--- src/cgc_pkg.sv ---
// Constants, field layout and types for the codec global control registers
package cgc_pkg;
  // Register addresses carried in command bits 6:0
  localparam logic [6:0] ADDR_CLK_CE = 7'h25;
  localparam logic [6:0] ADDR_PCM = 7'h26;
  localparam logic [6:0] ADDR_RING = 7'h27;
  localparam logic [6:0] ADDR_STATUS = 7'h28;
  localparam logic [6:0] ADDR_BIDIR1 = 7'h29;
  localparam int CMD_DIR_BIT = 7;
  localparam logic [3:0] BYTE_LAST = 4'h7;
  // Values after reset
  localparam logic [7:0] CLK_CE_RST = 8'h02;
  localparam logic [7:0] PCM_RST = 8'h00;
  localparam logic [7:0] RING_RST = 8'h06;
  localparam logic [7:0] BIDIR1_RST = 8'h00;
  // Field positions
  localparam int CE_LSB = 4;
  localparam int SEL_LSB = 0;
  localparam int LAW_BIT = 7;
  localparam int VOICE_BIT = 6;
  localparam int DCLK_BIT = 5;
  localparam int EDGE_LSB = 3;
  localparam int OFFS_LSB = 0;
  localparam int OPI_BIT = 7;
  localparam int RSV_BIT = 6;
  localparam int IPI_BIT = 5;
  localparam int IS_BIT = 4;
  localparam int RTE_BIT = 3;
  localparam int OS_LSB = 0;
  localparam int DIR_LSB = 4;
  // Ring output choice codes
  localparam logic [2:0] OS_BIDIR1 = 3'h3;
  localparam logic [2:0] OS_BIDIR2 = 3'h4;
  localparam logic [2:0] OS_BIDIR3 = 3'h5;
  localparam logic [2:0] OS_OUT1 = 3'h6;
  localparam logic [2:0] OS_OUT2 = 3'h7;
  // Master clock codes
  localparam logic [3:0] MCLK_8192 = 4'h0;
  localparam logic [3:0] MCLK_4096 = 4'h1;
  localparam logic [3:0] MCLK_2048 = 4'h2;
  localparam logic [3:0] MCLK_1536 = 4'h6;
  localparam logic [3:0] MCLK_1544 = 4'he;
  localparam logic [3:0] MCLK_3072 = 4'h5;
  localparam logic [3:0] MCLK_3088 = 4'hd;
  localparam logic [3:0] MCLK_6144 = 4'h4;
  localparam logic [3:0] MCLK_6176 = 4'hc;
  // Debounce time and its cycle count at 25 MHz, rounded up
  localparam int CLK_PERIOD_NS = 40;
  localparam int DEB_TIME_NS = 1000000;
  localparam int DEB_CYCLES = (DEB_TIME_NS + CLK_PERIOD_NS - 1) / CLK_PERIOD_NS;
  typedef enum logic [1:0] {
    CGC_IDLE = 2'b00,
    CGC_CMD = 2'b01,
    CGC_WDATA = 2'b10,
    CGC_RDATA = 2'b11
  } cgc_phase_t;
endpackage

--- src/cgc_debounce.sv ---
// Debouncer for a group of slow line-interface inputs
`timescale 1ns/1ps
module cgc_debounce #(
  parameter int W = 8,
  parameter int PERIOD = 25000
) (
  input wire logic clk,
  input wire logic rst_b,
  input wire logic [W-1:0] raw,
  output logic [W-1:0] clean
);
  typedef struct packed {
    logic [31:0] div;
    logic [W-1:0] samp;
    logic [W-1:0] clean;
  } cgc_deb_st_t;
  cgc_deb_st_t st_reg;
  cgc_deb_st_t st_next;

  // A bit moves only when two samples one period apart agree
  always_comb
  begin
    st_next = st_reg;
    if (st_reg.div >= 32'(PERIOD - 1))
    begin
      st_next.div = '0;
      st_next.samp = raw;
      for (int i = 0; i < W; i++)
      begin
        if (raw[i] == st_reg.samp[i])
          st_next.clean[i] = raw[i];
      end
    end
    else
      st_next.div = st_reg.div + 32'h1;
  end

  always_ff @(posedge clk or negedge rst_b)
  begin
    if (!rst_b)
      st_reg <= '0;
    else
      st_reg <= st_next;
  end

  assign clean = st_reg.clean;
endmodule

--- src/cgc_regs.sv ---
// Global control and status registers behind the serial command port
//
// Behaviour
// - Programming commands are accepted whatever the enable bits hold
// - Enable bits 7:4 gate channels, reset cleared
// - Low nibble selects master clock, reset 2.048
// - Command bit 7: zero reads, one writes
// - Bit 7 selects A-law or mu-law
// - Bit 6 selects compressed or linear code
// - Bit 5 selects single or double clock
// - Edge bits set transmit and receive edges
// - Offset bits delay slots 0-7 bit clocks
// - Ring polarity bit sets active output level
// - Hook polarity bit sets active input level
// - Hook choice bit picks first or second input
// - Ring trip enable bit, reset disabled
// - Ring choice field picks ring control pin
// - Status low nibble: debounced first inputs
// - Status high nibble: debounced second inputs
// - Bidir direction bits, zero input at reset
// - Input pins read back their current level
// - Output pins drive the written data bit, or the ring level when the ring choice field selects bidir1
`timescale 1ns/1ps
module cgc_regs #(
  parameter int DEB_CYCLES = cgc_pkg::DEB_CYCLES
) (
  input wire logic clk,
  input wire logic rst_b,
  input wire logic cs_b,
  input wire logic cclk,
  input wire logic cdi,
  output logic cdo,
  output logic cdo_oe_b,
  output logic [3:0] prog_enable,
  output logic [3:0] mclk_sel,
  output logic mclk_valid,
  output logic law_mu,
  output logic voice_linear,
  output logic double_clk,
  output logic [1:0] pcm_edge,
  input wire logic bclk_tick,
  input wire logic frame_sync,
  output logic slot_start,
  input wire logic [3:0] ring_req,
  input wire logic [3:0] line_in_one,
  input wire logic [3:0] line_in_two,
  output logic [3:0] offhook,
  output logic [3:0] line_out_one,
  output logic [3:0] line_out_two,
  input wire logic [3:0] bidir_line_one_in,
  output logic [3:0] bidir_line_one_out,
  output logic [3:0] bidir_line_one_oe_b
);
  typedef struct packed {
    cgc_pkg::cgc_phase_t phase;
    logic cclk_d;
    logic fs_d;
    logic [3:0] bitcnt;
    logic [7:0] shreg;
    logic [7:0] cmd;
    logic [7:0] txsh;
    logic rd_drive;
    logic cdo;
    logic cdo_oe_b;
    logic [7:0] clk_ce;
    logic [7:0] pcm;
    logic [7:0] ring;
    logic [3:0] dir;
    logic [3:0] dat;
    logic mclk_valid;
    logic [2:0] slot_cnt;
    logic slot_arm;
    logic slot_start;
    logic [3:0] offhook;
    logic [3:0] out_one;
    logic [3:0] out_two;
    logic [3:0] bidir_out;
    logic [3:0] bidir_oe_b;
  } cgc_st_t;
  cgc_st_t st_reg;
  cgc_st_t st_next;
  logic [7:0] deb;
  logic [3:0] hook_src;
  logic [3:0] hook_act;
  logic [3:0] ring_act;
  logic [3:0] ring_lvl;
  logic [3:0] bidir_rd;
  logic [7:0] rd_val;
  logic rd_ok;
  logic cclk_rise;
  logic cclk_fall;
  logic [7:0] byte_in;
  logic wr_commit;
  logic [2:0] os;
  logic ring_drive_polarity;

  cgc_debounce #(
    .W(8),
    .PERIOD(DEB_CYCLES)
  ) u_deb (
    .clk(clk),
    .rst_b(rst_b),
    .raw({line_in_two, line_in_one}),
    .clean(deb)
  );

  assign cclk_rise = cclk && !st_reg.cclk_d;
  assign cclk_fall = !cclk && st_reg.cclk_d;
  assign byte_in = {st_reg.shreg[6:0], cdi};
  assign os = st_reg.ring[cgc_pkg::OS_LSB +: 3];
  assign ring_drive_polarity = st_reg.ring[cgc_pkg::OPI_BIT];
  assign wr_commit = (st_reg.phase == cgc_pkg::CGC_WDATA) && cclk_rise && !cs_b
    && (st_reg.bitcnt == cgc_pkg::BYTE_LAST);

  // Hook sense, ring trip and pin readback
  always_comb
  begin
    hook_src = st_reg.ring[cgc_pkg::IS_BIT] ? deb[7:4] : deb[3:0];
    hook_act = st_reg.ring[cgc_pkg::IPI_BIT] ? hook_src : ~hook_src;
    // Trip stops ringing on an off-hook channel only while trip is enabled
    ring_act = ring_req & ~({4{st_reg.ring[cgc_pkg::RTE_BIT]}} & hook_act);
    ring_lvl = ring_drive_polarity ? ~ring_act : ring_act;
    bidir_rd = (st_reg.dir & st_reg.dat) | (~st_reg.dir & bidir_line_one_in);
  end

  // Read decode; only addresses of this bank answer
  always_comb
  begin
    rd_ok = 1'b1;
    case (byte_in[6:0])
      cgc_pkg::ADDR_CLK_CE: rd_val = st_reg.clk_ce;
      cgc_pkg::ADDR_PCM: rd_val = st_reg.pcm;
      cgc_pkg::ADDR_RING: rd_val = st_reg.ring;
      cgc_pkg::ADDR_STATUS: rd_val = deb;
      cgc_pkg::ADDR_BIDIR1: rd_val = {st_reg.dir, bidir_rd};
      default:
      begin
        rd_val = 8'h00;
        rd_ok = 1'b0;
      end
    endcase
  end

  always_comb
  begin
    st_next = st_reg;
    st_next.cclk_d = cclk;
    st_next.fs_d = frame_sync;
    st_next.slot_start = 1'b0;
    if (cs_b)
    begin
      st_next.phase = cgc_pkg::CGC_IDLE;
      st_next.cdo_oe_b = 1'b1;
    end
    else
    begin
      case (st_reg.phase)
        cgc_pkg::CGC_IDLE:
        begin
          st_next.phase = cgc_pkg::CGC_CMD;
          st_next.bitcnt = 4'h0;
        end
        cgc_pkg::CGC_CMD:
        begin
          if (cclk_rise)
          begin
            st_next.shreg = byte_in;
            st_next.bitcnt = st_reg.bitcnt + 4'h1;
            if (st_reg.bitcnt == cgc_pkg::BYTE_LAST)
            begin
              st_next.cmd = byte_in;
              st_next.bitcnt = 4'h0;
              if (byte_in[cgc_pkg::CMD_DIR_BIT])
                st_next.phase = cgc_pkg::CGC_WDATA;
              else
              begin
                st_next.phase = cgc_pkg::CGC_RDATA;
                st_next.txsh = rd_val;
                st_next.rd_drive = rd_ok;
              end
            end
          end
        end
        cgc_pkg::CGC_WDATA:
        begin
          if (cclk_rise)
          begin
            st_next.shreg = byte_in;
            st_next.bitcnt = st_reg.bitcnt + 4'h1;
            if (st_reg.bitcnt == cgc_pkg::BYTE_LAST)
            begin
              st_next.phase = cgc_pkg::CGC_CMD;
              st_next.bitcnt = 4'h0;
              case (st_reg.cmd[6:0])
                cgc_pkg::ADDR_CLK_CE: st_next.clk_ce = byte_in;
                cgc_pkg::ADDR_PCM: st_next.pcm = byte_in;
                cgc_pkg::ADDR_RING:
                begin
                  st_next.ring = byte_in;
                  st_next.ring[cgc_pkg::RSV_BIT] = 1'b0;
                end
                cgc_pkg::ADDR_BIDIR1:
                begin
                  st_next.dir = byte_in[cgc_pkg::DIR_LSB +: 4];
                  st_next.dat = byte_in[3:0];
                end
                // Status is read only, other codes belong elsewhere
                default: st_next.ring = st_reg.ring;
              endcase
            end
          end
        end
        cgc_pkg::CGC_RDATA:
        begin
          // Data leaves on falling edges so the host samples on rising ones
          if (cclk_fall && st_reg.rd_drive)
          begin
            st_next.cdo = st_reg.txsh[7];
            st_next.txsh = {st_reg.txsh[6:0], 1'b0};
            st_next.cdo_oe_b = 1'b0;
          end
          if (cclk_rise)
          begin
            st_next.bitcnt = st_reg.bitcnt + 4'h1;
            if (st_reg.bitcnt == cgc_pkg::BYTE_LAST)
            begin
              st_next.phase = cgc_pkg::CGC_CMD;
              st_next.bitcnt = 4'h0;
              st_next.cdo_oe_b = 1'b1;
            end
          end
        end
        default: st_next.phase = cgc_pkg::CGC_IDLE;
      endcase
    end

    case (st_next.clk_ce[cgc_pkg::SEL_LSB +: 4])
      cgc_pkg::MCLK_8192, cgc_pkg::MCLK_4096, cgc_pkg::MCLK_2048,
      cgc_pkg::MCLK_1536, cgc_pkg::MCLK_1544, cgc_pkg::MCLK_3072,
      cgc_pkg::MCLK_3088, cgc_pkg::MCLK_6144, cgc_pkg::MCLK_6176: st_next.mclk_valid = 1'b1;
      default: st_next.mclk_valid = 1'b0;
    endcase

    // Slot start trails the frame edge by the programmed bit clocks
    if (frame_sync && !st_reg.fs_d)
    begin
      if (st_reg.pcm[cgc_pkg::OFFS_LSB +: 3] == 3'h0)
        st_next.slot_start = 1'b1;
      else
      begin
        st_next.slot_cnt = st_reg.pcm[cgc_pkg::OFFS_LSB +: 3];
        st_next.slot_arm = 1'b1;
      end
    end
    else if (st_reg.slot_arm && bclk_tick)
    begin
      st_next.slot_cnt = st_reg.slot_cnt - 3'h1;
      if (st_reg.slot_cnt == 3'h1)
      begin
        st_next.slot_arm = 1'b0;
        st_next.slot_start = 1'b1;
      end
    end

    st_next.offhook = hook_act;
    // Idle selected pins and unselected pins rest at the inactive level
    st_next.out_one = (os == cgc_pkg::OS_OUT1) ? ring_lvl : {4{ring_drive_polarity}};
    st_next.out_two = (os == cgc_pkg::OS_OUT2) ? ring_lvl : {4{ring_drive_polarity}};
    // Ring on a bidir line only takes effect where it is an output
    st_next.bidir_out = (os == cgc_pkg::OS_BIDIR1) ? ring_lvl : st_next.dat;
    st_next.bidir_oe_b = ~st_next.dir;
  end

  always_ff @(posedge clk or negedge rst_b)
  begin
    if (!rst_b)
    begin
      st_reg <= '0;
      st_reg.phase <= cgc_pkg::CGC_IDLE;
      st_reg.cdo_oe_b <= 1'b1;
      st_reg.clk_ce <= cgc_pkg::CLK_CE_RST;
      st_reg.pcm <= cgc_pkg::PCM_RST;
      st_reg.ring <= cgc_pkg::RING_RST;
      st_reg.dir <= cgc_pkg::BIDIR1_RST[7:4];
      st_reg.dat <= cgc_pkg::BIDIR1_RST[3:0];
      st_reg.bidir_oe_b <= ~cgc_pkg::BIDIR1_RST[7:4];
      st_reg.mclk_valid <= 1'b1;
    end
    else
      st_reg <= st_next;
  end

  assign cdo = st_reg.cdo;
  assign cdo_oe_b = st_reg.cdo_oe_b;
  assign prog_enable = st_reg.clk_ce[cgc_pkg::CE_LSB +: 4];
  assign mclk_sel = st_reg.clk_ce[cgc_pkg::SEL_LSB +: 4];
  assign mclk_valid = st_reg.mclk_valid;
  assign law_mu = st_reg.pcm[cgc_pkg::LAW_BIT];
  assign voice_linear = st_reg.pcm[cgc_pkg::VOICE_BIT];
  assign double_clk = st_reg.pcm[cgc_pkg::DCLK_BIT];
  assign pcm_edge = st_reg.pcm[cgc_pkg::EDGE_LSB +: 2];
  assign slot_start = st_reg.slot_start;
  assign offhook = st_reg.offhook;
  assign line_out_one = st_reg.out_one;
  assign line_out_two = st_reg.out_two;
  assign bidir_line_one_out = st_reg.bidir_out;
  assign bidir_line_one_oe_b = st_reg.bidir_oe_b;
endmodule

--- config.mk ---
export PLATFORM = sky130hd
export DESIGN_NAME = cgc_regs
export DESIGN_NICKNAME = d
export VERILOG_FILES = /design/src/cgc_pkg.sv /design/src/cgc_debounce.sv /design/src/cgc_regs.sv
export SDC_FILE = /design/constraint.sdc
export NUM_CORES = 1
export LEC_CHECK = 0
export ABC_CLOCK_PERIOD_IN_PS = 2350
export BUFFER_PORTS_ARGS = -buffer_cell sky130_fd_sc_hd__buf_4
export CORE_MARGIN = 4
export CORE_UTILIZATION = 55
export DETAILED_ROUTE_END_ITERATION = 8
export GPL_TIMING_DRIVEN = 1
export PLACE_DENSITY = 0.81
export SYNTH_ARGS = -nofsm -noshare
export SYNTH_HDL_FRONTEND = slang
export SYNTH_SLANG_ARGS = --single-unit
--- constraint.sdc ---
create_clock -name clk -period 2.35 [get_ports clk]
set_input_delay 0.47 -clock clk [delete_from_list [all_inputs] [get_ports clk]]
set_output_delay 0.47 -clock clk [all_outputs]
set_load 0.02 [all_outputs]
; ---- Word level (Yosys, flattened, before mapping)
; Memories as Yosys holds them, arrays and structs flattened. A register that Yosys moved wholly into a read port is not among the register bits.
; Index checks and enable logic that the tools add are counted.
[classes]
reduce_logical = 38
multipliers = 0
n_lt_le_gt_ge = 1
mux = 44
n_div = 0
addsub = 3
n_eq_ne = 36
shift = 0
bitwise_logic = 12
[op_table]
columns = operator, n
row1 = $mux W28, 4
row2 = $eq A7 B6 Y1 const B, 9
row3 = $mux W4, 10
row4 = $pmux W8 S5, 1
row5 = $add A32 B1 Y32 const B, 1
row6 = $ge A32 B15 Y1 const B, 1
row7 = $mux W32, 1
row8 = $mux W8, 4
row9 = $mux W29, 1
row10 = $not A4 Y4, 5
row11 = $reduce_and A5 Y1, 4
row12 = $reduce_and A2 Y1, 9
row13 = $mux W17, 1
row14 = $and A4 B4 Y4, 4
row15 = $pmux W4 S4, 1
row16 = $pmux W8 S2, 1
row17 = $reduce_and A4 Y1, 4
row18 = $ne A2 B2 Y1 const B, 7
row19 = $pmux W7 S2, 1
row20 = $mux W12, 1
row21 = $mux W2, 6
row22 = $mux W5, 2
row23 = $reduce_bool A2 Y1, 5
row24 = $mux W9, 1
row25 = other kinds (23), 50
[word_totals]
regBits = 138
wordCells = 169
output_inout_bits = 37
latch_bits = 0
mem_bits_rw = 0
rom_bits = 16
memories = 1
[mem_list]
columns = memory, depth, word_bits, rd, rd_ports_with_merged_regs, wr, line_no
row1 = (no name shown), 16, 1, 1, 1, 0, cgc_regs.sv:237  ; case (st_next.clk_ce[cgc_pkg::SEL_LSB +: 4])

; ---- Depth between registers and ports, before layout
; Gate-level depths: netlist of run 1.
[logic_depth]
word_depth = 9
ltp_mapped = 9

; ---- By module
; From an unflattened synthesis of run 1, not the netlist that was laid out.
[unflattened]
cells_unflattened = 557
hier_area_um2 = 6487.5
[by_module_without_submodules]
columns = mod, instances, cells_per_inst, seq_area_each_um2, area_per_inst_um2
row1 = cgc_regs, 1, 391, 2263.4, 4515.6
row2 = cgc_debounce, 1, 166, 1201.2, 1971.9

; ---- Least setup slack after synthesis of run 1
; No wires, ideal clock.
[synth_path]
path_kind = reg2reg
startpoint = register st_reg[85] (netlist bit)
endpoint = register st_reg[30] (netlist bit)
arrival_time_ns = 1.846
path_stages_with_launch = 7
period_less_slack_ns = 1.975
slack_ns = 0.375
required_time_ns = 2.222
cell_sequence = dfrtp_1 > ha_1 > and3b_1 > nand4_1 > nor4b_1 > buf_4 > mux2_2
[synth_lines]
columns = item, line_no
row1 = "start, declared", cgc_regs.sv:80  ; cgc_st_t st_reg;
row2 = "start signal, assigned", cgc_regs.sv:290  ; st_reg <= st_next;

; ---- Final worst setup path of run 1
[layout_path]
startpoint = register st_reg[85] (netlist bit)
endpoint = register st_reg (netlist bit voice_linear)
[layout_via]
elab_chain_len = 2
[layout_rtl]
columns = item, line_no
row1 = $eq A4 B3 Y1, cgc_regs.sv:190  ; if (st_reg.bitcnt == cgc_pkg::BYTE_LAST)
row2 = $reduce_and A5 Y1 (no line), n/a
; No other way between the ends.
; A chain may end at the register's enable or synchronous reset.

==> reports/results.ini, run 1 <==
[grt]
grt_pass1_vias = 4412
grt_pass1_wl_um = 22100
grt_usage_pct = 21.4
grt_remaining_overflow = 0
grt_max_degree = 55
grt_antenna_before_repair = 0

[placement]
dp_cells = 733
dp_hpwl_um = 9300
dpl_cell_area_um2 = 6900
place_congestion = 0.851
portBuffers = 59

[finish]
postLayoutCellArea_um2 = 7470
largest_reg_flops = 42
final_cell_mix = dfrtp_1, buf_4, mux2_2
fin_nets = 641
syn_to_final_growth_pct = 16.8
final_common_cell = dfrtp_1
layout-drive-gt1-share_pct = 27.4
finalNonFillerCells = 766
antennaDiodeCount = 0

[timing]
period_needed_ps = 2220
slew_headroom_pct = 54.5
worst_pin_slew_ps = 676
fmax_ghz = 0.451
hold_viol = 0
post-route-period-util_pct = 94.3
finClkSkew_ps = 6.09
setup_viol = 0
slew_violations = 0
whs_ps = 22.0

[die]
start_util_pct = 56.0
die_w_um = 116
dieArea_um2 = 13400
die_y_um = 116
coreArea_um2 = 11400
fp-row-count = 39
ios = 60

[worst_setup_path]
crit_type = register to register
reg2reg_slack_ps = 130
rr_worst_depth = 7
slowest_delay_ps = 410
start_kind = register
worstPathRequired_ps = 2650
cp_slowest_cell = dfrtp_1
worstPathArrival_ps = 2510
cp_max_fo = 8
crit_path_end_kind = register
path_buf_inv = 2
r2r-start = st_reg[85]
crit_family = simple AND/OR/NAND/NOR gates
regToRegEndpoint = voice_linear
crit_chain = ha_1, and3b_1, nand4_1, buf_4, nor4b_4, buf_4, mux2_2
critPathMostFrequentCell = buf_4

[clocking]
root_buffer = clkbuf_16
clock_latency_ps = 420
numCtsBuffers = 17
htreeDepth = 4
clk_path_buf_depth = 2
tritoncts = done
cts.sinks = 138
hold_buffers = 0
clkTransAtPathRegs_ps = 60

[synthesis]
synth-edff-count = 0
ys.flop_type = dfrtp_1
yosysSeqAreaShare_pct = 54.2
synth_cells = 548
synthArstFlopShare_pct = 100
synth-seq-cells = 138
synth_cell_types = 63
syn_avg_cell_area_um2 = 11.7
synth_area_um2 = 6390
yosysWarnings = 0

[route]
dr.pass1.iters = 7
routed_via_density = 5.73
drc = 0
wl_per_cell_um = 17.5
dr.first_iter.drc_count = 370
ant_nets = 0
vias = 4388
routed_wl_um = 13400

[outcome]
status = finished clean

[pwr]
power_frac_seq_pct = 46.9
p_per_area_nw_per_um2 = 726
ir_drop_uv = 905
p_leak_nw = 3.46
sw_frac_of_total_pct = 22.7
p_sw_mw = 1.23
pwr-share-comb_pct = 7.0
finalPower_mw = 5.42
intPower_mw = 4.19
clkPwrFrac_pct = 46.1

[worst_hold_path]
hp-class = input pin to asynchronous set/reset pin

[flow_run]
maxCapViolations = 0

==> power groups by stage <==
| stage | clock (mW) | sequential, mW | combinational [mW] |
|---|---|---|---|
| finish | 2.50 | 2.54 | 0.380 |
| detailed placement | 0 | 2.58 | 0.378 |
| CTS | 2.53 | 2.54 | 0.384 |
| floorplan | 0 | 2.56 | 0.224 |
| global placement | 0 | 2.57 | 0.363 |
| global route | 2.66 | 2.55 | 0.428 |
==> through the flow <==
stage	setup TNS, ps	worst slack, ps	util (%)
finish	0	135	65.4
global route	-12.4	-7.66	65.4
CTS	0	115	65.3
detailed placement	0	95.1	60.4
global placement	0	150	60.4
floorplan	0	375	-
==> what timing repair did <==
action                                  CTS  global route
buffers inserted                          0             1
endpoints found under the setup margin    0            10
gates resized for setup                   0             0
==> synth_stat cells, types with 9 or more instances <==
library cell    n  area [µm²]
nand2b_1       10        62.6
nor2_1         35         131
a22oi_1        11        82.6
a22o_1          9        78.8
dfrtp_1       129        3230
o21ai_0        29         145
clkbuf_1       11        41.3
mux2_2         37         417
inv_1          17        63.8
nand3_1        23         115
dfstp_2         9         236
xnor2_1        10        87.6
nand2_1        26        97.6
xor2_1         11        96.3
mux2i_1        23         230
buf_4          31         233
==> per-layer routing <==
metal | wire length [µm] | vias up | GRT usage [%]
met3 | 795 | 26 | 5.85
li1 | - | 2041 | -
met4 | 244 | 0 | 7.50
met1 | 5500 | 2183 | 27.1
met2 | 6890 | 138 | 35.6
met5 | 0 | - | 0
==> cell type report <==
cell class,count,area (µm²)
multi-input cells,358,2590
clock inverters,8,67.6
fillers,851,3950
repair buffers,78,611
inverters,17,63.8
clock buffers,24,492
well taps,143,179
flip-flops and latches,138,3460
==> kinds of logic after synthesis <==
kind of cell / after synthesis / synth area share (%)
AOI/OAI and AO/OA: 98 / 11.0
xor gates and xnor gates: 21 / 2.88
adders and majority gates: 8 / 1.57
buffers and inverters: 68 / 6.36
DFF: 138 / 54.2
muxes: 65 / 11.3
other: 1 / 0.0587
and+or+nand+nor: 149 / 12.7
==> worst max-delay path by stage <==
| stage | startpoint | end | slack, ps | cells past startpoint |
|---|---|---|---|---|
| 3_5_place_dp | cs_b | bidir_line_one_out[1] | 100 | 7 |
| 3_3_place_gp | cs_b | st_reg[31] | 150 | 6 |
| 5_1_grt | st_reg[85] | voice_linear | -8 | 7 |
| 4_1_cts | st_reg[85] | bidir_line_one_out[1] | 120 | 7 |
| 2_1_floorplan | st_reg[85] | st_reg[30] | 380 | 6 |
| 6_report | st_reg[85] | voice_linear | 130 | 7 |
No activity file was read; power rests on OpenSTA's default activity.
==> run 2: changes to the inputs <==
==> constraint.sdc (replaced) <==
create_clock -name clk -period 2.35 [get_ports clk]
set_input_delay 0.3525 -clock clk [delete_from_list [all_inputs] [get_ports clk]]
set_output_delay 0.3525 -clock clk [all_outputs]
set_load 0.02 [all_outputs]
==> reports/results.ini, run 2 (synthesis gave the netlist of run 1 again) <==
[die]
die_y_um = 116
die_w_um = 116
fp-row-count = 39
coreArea_um2 = 11400
start_util_pct = 56.0
ios = 60
dieArea_um2 = 13400

[route]
vias = 4448
dr.pass1.iters = 5
dr.first_iter.drc_count = 249
routed_wl_um = 13700
wl_per_cell_um = 17.8
ant_nets = 0
drc = 0
routed_via_density = 5.78

[clocking]
clk_path_buf_depth = 2
cts.sinks = 138
clkTransAtPathRegs_ps = 60
post_cts_resized = 0
tritoncts = done
htreeDepth = 4
numCtsBuffers = 17
root_buffer = clkbuf_16
clock_latency_ps = 420

[placement]
dp_hpwl_um = 9740
place_congestion = 0.866
portBuffers = 59
dp_cells = 734

[timing]
period_needed_ps = 2160
worst_pin_slew_ps = 599
post-route-period-util_pct = 92.0
setup_viol = 0
finClkSkew_ps = 8.84
slew_headroom_pct = 59.7
hold_viol = 0
rsz0062_at_grt = no
fmax_ghz = 0.463
slew_violations = 0
tns_ps = 0

[grt]
grt_antenna_before_repair = 0
grt_pass1_wl_um = 22000
grt_max_degree = 39
grt_remaining_overflow = 0
grt_usage_pct = 21.4
grt_pass1_vias = 4416

[finish]
final_cell_mix = dfrtp_1, buf_4, mux2_2
multiInputGateArea_um2 = 2590
layout-drive-gt1-share_pct = 28.1
seqCellArea_um2 = 3460
finalNonFillerCells = 769
final_common_cell = dfrtp_1
fillCellCount = 846
syn_to_final_growth_pct = 17.4
antennaDiodeCount = 0
fin_nets = 644
largest_reg_flops = 42

[outcome]
status = finished clean

[flow_run]
maxCapViolations = 0

[pwr]
ir_drop_uv = 538
power_frac_seq_pct = 45.9
p_per_area_nw_per_um2 = 739
clkPwrFrac_pct = 47.3
intPower_mw = 4.22
sw_frac_of_total_pct = 23.9
finalPower_mw = 5.55
p_leak_nw = 3.47
p_sw_mw = 1.33
pwr-share-comb_pct = 6.8

[worst_setup_path]
startpoint = st_reg[85]
cp_max_fo = 11
crit_type = register to register
worstPathArrival_ps = 2470
r2r-start = st_reg[85]
crit_path_end_kind = register
worstPathRequired_ps = 2660
start_kind = register
reg2reg_slack_ps = 190

[worst_hold_path]
hp-class = input pin to register
min-delay-start = frame_sync

run 2: cell types whose count changed in the layout (fill, tap and decap cells not counted), sizes merged:
cell,previous run,this run
dlygate4sd3,0,1
clkinvlp,1,3
buf,78,80
inv,17,19
clkinv,6,7
bufinv,1,2
clkbuf,24,18
run 2: critical path, cell delays in order, from the launching register on:
cell	delay [ps]
dfrtp_1	400
ha_1	250
and3b_1	220
nand4_1	170
buf_4	190
nor3_1	220
buf_4	230
mux2_2	360
run 2: power by group through the flow:
| stage | sequential [mW] | clock (mW) | combinational [mW] |
|---|---|---|---|
| 2_1_floorplan | 2.56 | 0 | 0.224 |
| 3_3_place_gp | 2.57 | 0 | 0.361 |
| 3_5_place_dp | 2.58 | 0 | 0.378 |
| 4_1_cts | 2.54 | 2.65 | 0.381 |
| 5_1_grt | 2.56 | 2.76 | 0.427 |
| 6_report | 2.54 | 2.62 | 0.376 |
run 2: routing by layer:
layer  wire length [µm]  global-route usage [%]  vias to the layer above
li1                   -                       -                     2050
met1               5700                    27.4                     2228
met2               6940                    34.5                      144
met3                718                    5.17                       26
met4                334                    10.4                        0
met5                  0                       0                        -
run 2: what timing repair did:
action | in CTS | in global routing
setup endpoints to repair | 0 | 4
hold buffers | 1 | 0
buffers inserted | 0 | 2
endpoints found under the hold margin | 33 | 0
run 2: per-stage QoR:
stage	utilization (%)	hold slack, ps	setup slack (ps)	cell area [µm²]
floorplan	-	56.9	375	6450
global placement	60.4	357	242	6890
detailed placement	60.4	359	106	6890
CTS	65.6	41.2	95.5	7490
global route	65.7	47.2	51.1	7500
finish	65.7	56.1	188	7500
run 2: cell type report:
class	instances	area share, %
clock inverters	14	1.95
inverters	17	0.850
multi-input cells	358	34.5
clock buffers	18	5.85
well taps	143	2.38
flip-flops and latches	138	46.2
repair buffers	81	8.30
run 2: final timing paths:
kind / endpoint / cells after the start
setup / recovery: prog_enable[2] / 7
setup reg to reg: prog_enable[2] / 7
max in group asynchronous: bidir_line_one_oe_b[1] / 3
hold reg to reg: u_deb.st_reg[16] / 1
min in group asynchronous: st_reg[92] / 2
hold / removal: st_reg[89] / 1
==> run 3: changes to the inputs <==
--- a/config.mk
+++ b/config.mk
@@ -7,10 +7,9 @@
 export LEC_CHECK = 0
 export ABC_CLOCK_PERIOD_IN_PS = 2350
 export BUFFER_PORTS_ARGS = -buffer_cell sky130_fd_sc_hd__buf_4
-export CORE_MARGIN = 4
 export CORE_UTILIZATION = 55
 export DETAILED_ROUTE_END_ITERATION = 8
-export GPL_TIMING_DRIVEN = 1
+export GPL_TIMING_DRIVEN = 0
 export PLACE_DENSITY = 0.81
 export SYNTH_ARGS = -nofsm -noshare
 export SYNTH_HDL_FRONTEND = slang
==> reports/results.ini, run 3 (synthesis gave the netlist of run 1 again) <==
[finish]
final_common_cell = dfrtp_1
seqCellArea_um2 = 3460
largest_reg_flops = 42
fillCellCount = 792
fin_nets = 678
layout-drive-gt1-share_pct = 30.8
syn_to_final_growth_pct = 23.3
final_core_util_pct = 69.3
multiInputGateArea_um2 = 2630
final_cell_mix = dfrtp_1, buf_4, mux2_2
antennaDiodeCount = 0

[die]
ios = 60
die_y_um = 110
coreArea_um2 = 11400
dieArea_um2 = 12100
start_util_pct = 56.2
die_w_um = 110
fp-row-count = 39

[pwr]
ir_drop_uv = 478
p_sw_mw = 1.28
pwr-share-comb_pct = 6.8
clkPwrFrac_pct = 50.7
p_leak_nw = 3.66
intPower_mw = 4.71
p_per_area_nw_per_um2 = 761
sw_frac_of_total_pct = 21.4
power_frac_seq_pct = 42.5

[placement]
portBuffers = 59
dp_hpwl_um = 9180
place_congestion = 0.886

[timing]
slew_headroom_pct = 48.2
whs_ps = 79.0
setup_viol = 0
post-route-period-util_pct = 94.3
finClkSkew_ps = 9.38
worst_pin_slew_ps = 775
hold_viol = 0
slew_violations = 0
rsz0062_at_grt = no
fmax_ghz = 0.451
period_needed_ps = 2210

[route]
routed_wl_um = 13900
drc = 0
dr.pass1.iters = 5
dr.first_iter.drc_count = 287
routed_via_density = 5.68
vias = 4563
ant_nets = 0
wl_per_cell_um = 17.3

[worst_setup_path]
slowest_delay_ps = 520
critPathMostFrequentCell = inv_1
start_kind = register
cp_max_fo = 9
crit_type = register to register
cp_slowest_cell = or4_1
crit_path_end_kind = register
worstPathRequired_ps = 2640
worstPathArrival_ps = 2510
crit_chain = inv_1, ha_1, inv_1, or4_1, clkbuf_1, mux2_2

[outcome]
status = finished clean

[grt]
grt_max_degree = 86
grt_usage_pct = 25.1
grt_pass1_wl_um = 22600
grt_antenna_before_repair = 0
grt_pass1_vias = 4601
grt_remaining_overflow = 0

[clocking]
tritoncts = done
root_buffer = clkbuf_16
clock_latency_ps = 410
cts.sinks = 138
clkTransAtPathRegs_ps = 60
numCtsBuffers = 17
clk_path_buf_depth = 2
htreeDepth = 4

[worst_hold_path]
hp-class = input pin to register

[flow_run]
maxCapViolations = 0

run 3: cell count changes in the layout (fill, tap and decap cells not counted), sizes merged:
cell      delta
clkinvlp     -2
clkbuf      +14
inv          -2
clkinv       -3
bufinv       +4
buf         +23
run 3: final cells by class:
class | count | share of cell area (%)
flip-flops and latches | 138 | 44.0
well taps | 143 | 2.27
plain buffers | 51 | 4.37
clock buffers | 21 | 5.97
multi-input cells | 358 | 33.3
repair buffers | 64 | 6.59
clock inverters | 11 | 2.73
inverters | 17 | 0.810
run 3: worst max-delay path: cells and delay by family (launching register included):
kind	cells	cell delay, ps
flip-flops	1	420
AND/OR/NAND/NOR	1	520
buffers and inverters	3	490
multiplexers	1	350
adder cells (fa/ha/maj)	1	310
run 3: final timing paths:
path / start / endpoint / slack, ps / cells past startpoint
hold / removal: frame_sync / st_reg[89] / 80 / 1
setup / recovery: st_reg[92] / st_reg[69] / 140 / 6
min in group asynchronous: rst_b / st_reg[91] / 470 / 2
setup reg to reg: st_reg[92] / st_reg[69] / 140 / 6
hold reg to reg: u_deb.st_reg[16] / u_deb.st_reg[16] / 480 / 1
max in group asynchronous: rst_b / os[1] / 1080 / 3
run 3: power groups by stage:
stage	Clock, mW	Sequential [mW]	Combinational, mW
after floorplan	0	2.56	0.224
after CTS	3.08	2.54	0.407
after global placement	0	2.57	0.363
after global routing	3.18	2.55	0.453
after detailed placement	0	2.58	0.382
final	3.04	2.55	0.407
run 3: what timing repair did:
item                                    4_1_cts  5_1_grt
endpoints found under the setup margin       11       23
resized for setup                             1        9
setup buffers                                 1        2
endpoints found under the hold margin        52        0
hold buffers                                  1        0
run 3: per-layer routing:
metal	track usage, %	part of all wire (%)	vias to the layer above
met4	11.0	2.3	0
met1	31.7	41	2266
met3	6.40	5.6	32
li1	-	-	2112
met2	40.8	52	153
met5	0	0	-
run 3: per-stage QoR:
| step | setup TNS [ps] | instance area [µm²] | instances | setup WS [ps] | total power [mW] |
|---|---|---|---|---|---|
| 4_1_cts | 0 | 7820 | 801 | 21.0 | 6.03 |
| 3_5_place_dp | -109 | 7110 | 767 | -72.8 | 2.96 |
| 5_1_grt | 0 | 7880 | 803 | 7.90 | 6.19 |
| 2_1_floorplan | 0 | 6450 | 564 | 375 | 2.79 |
| 3_3_place_gp | -166 | 7080 | 766 | -76.7 | 2.93 |
| 6_report | 0 | 7880 | 803 | 135 | 6.00 |
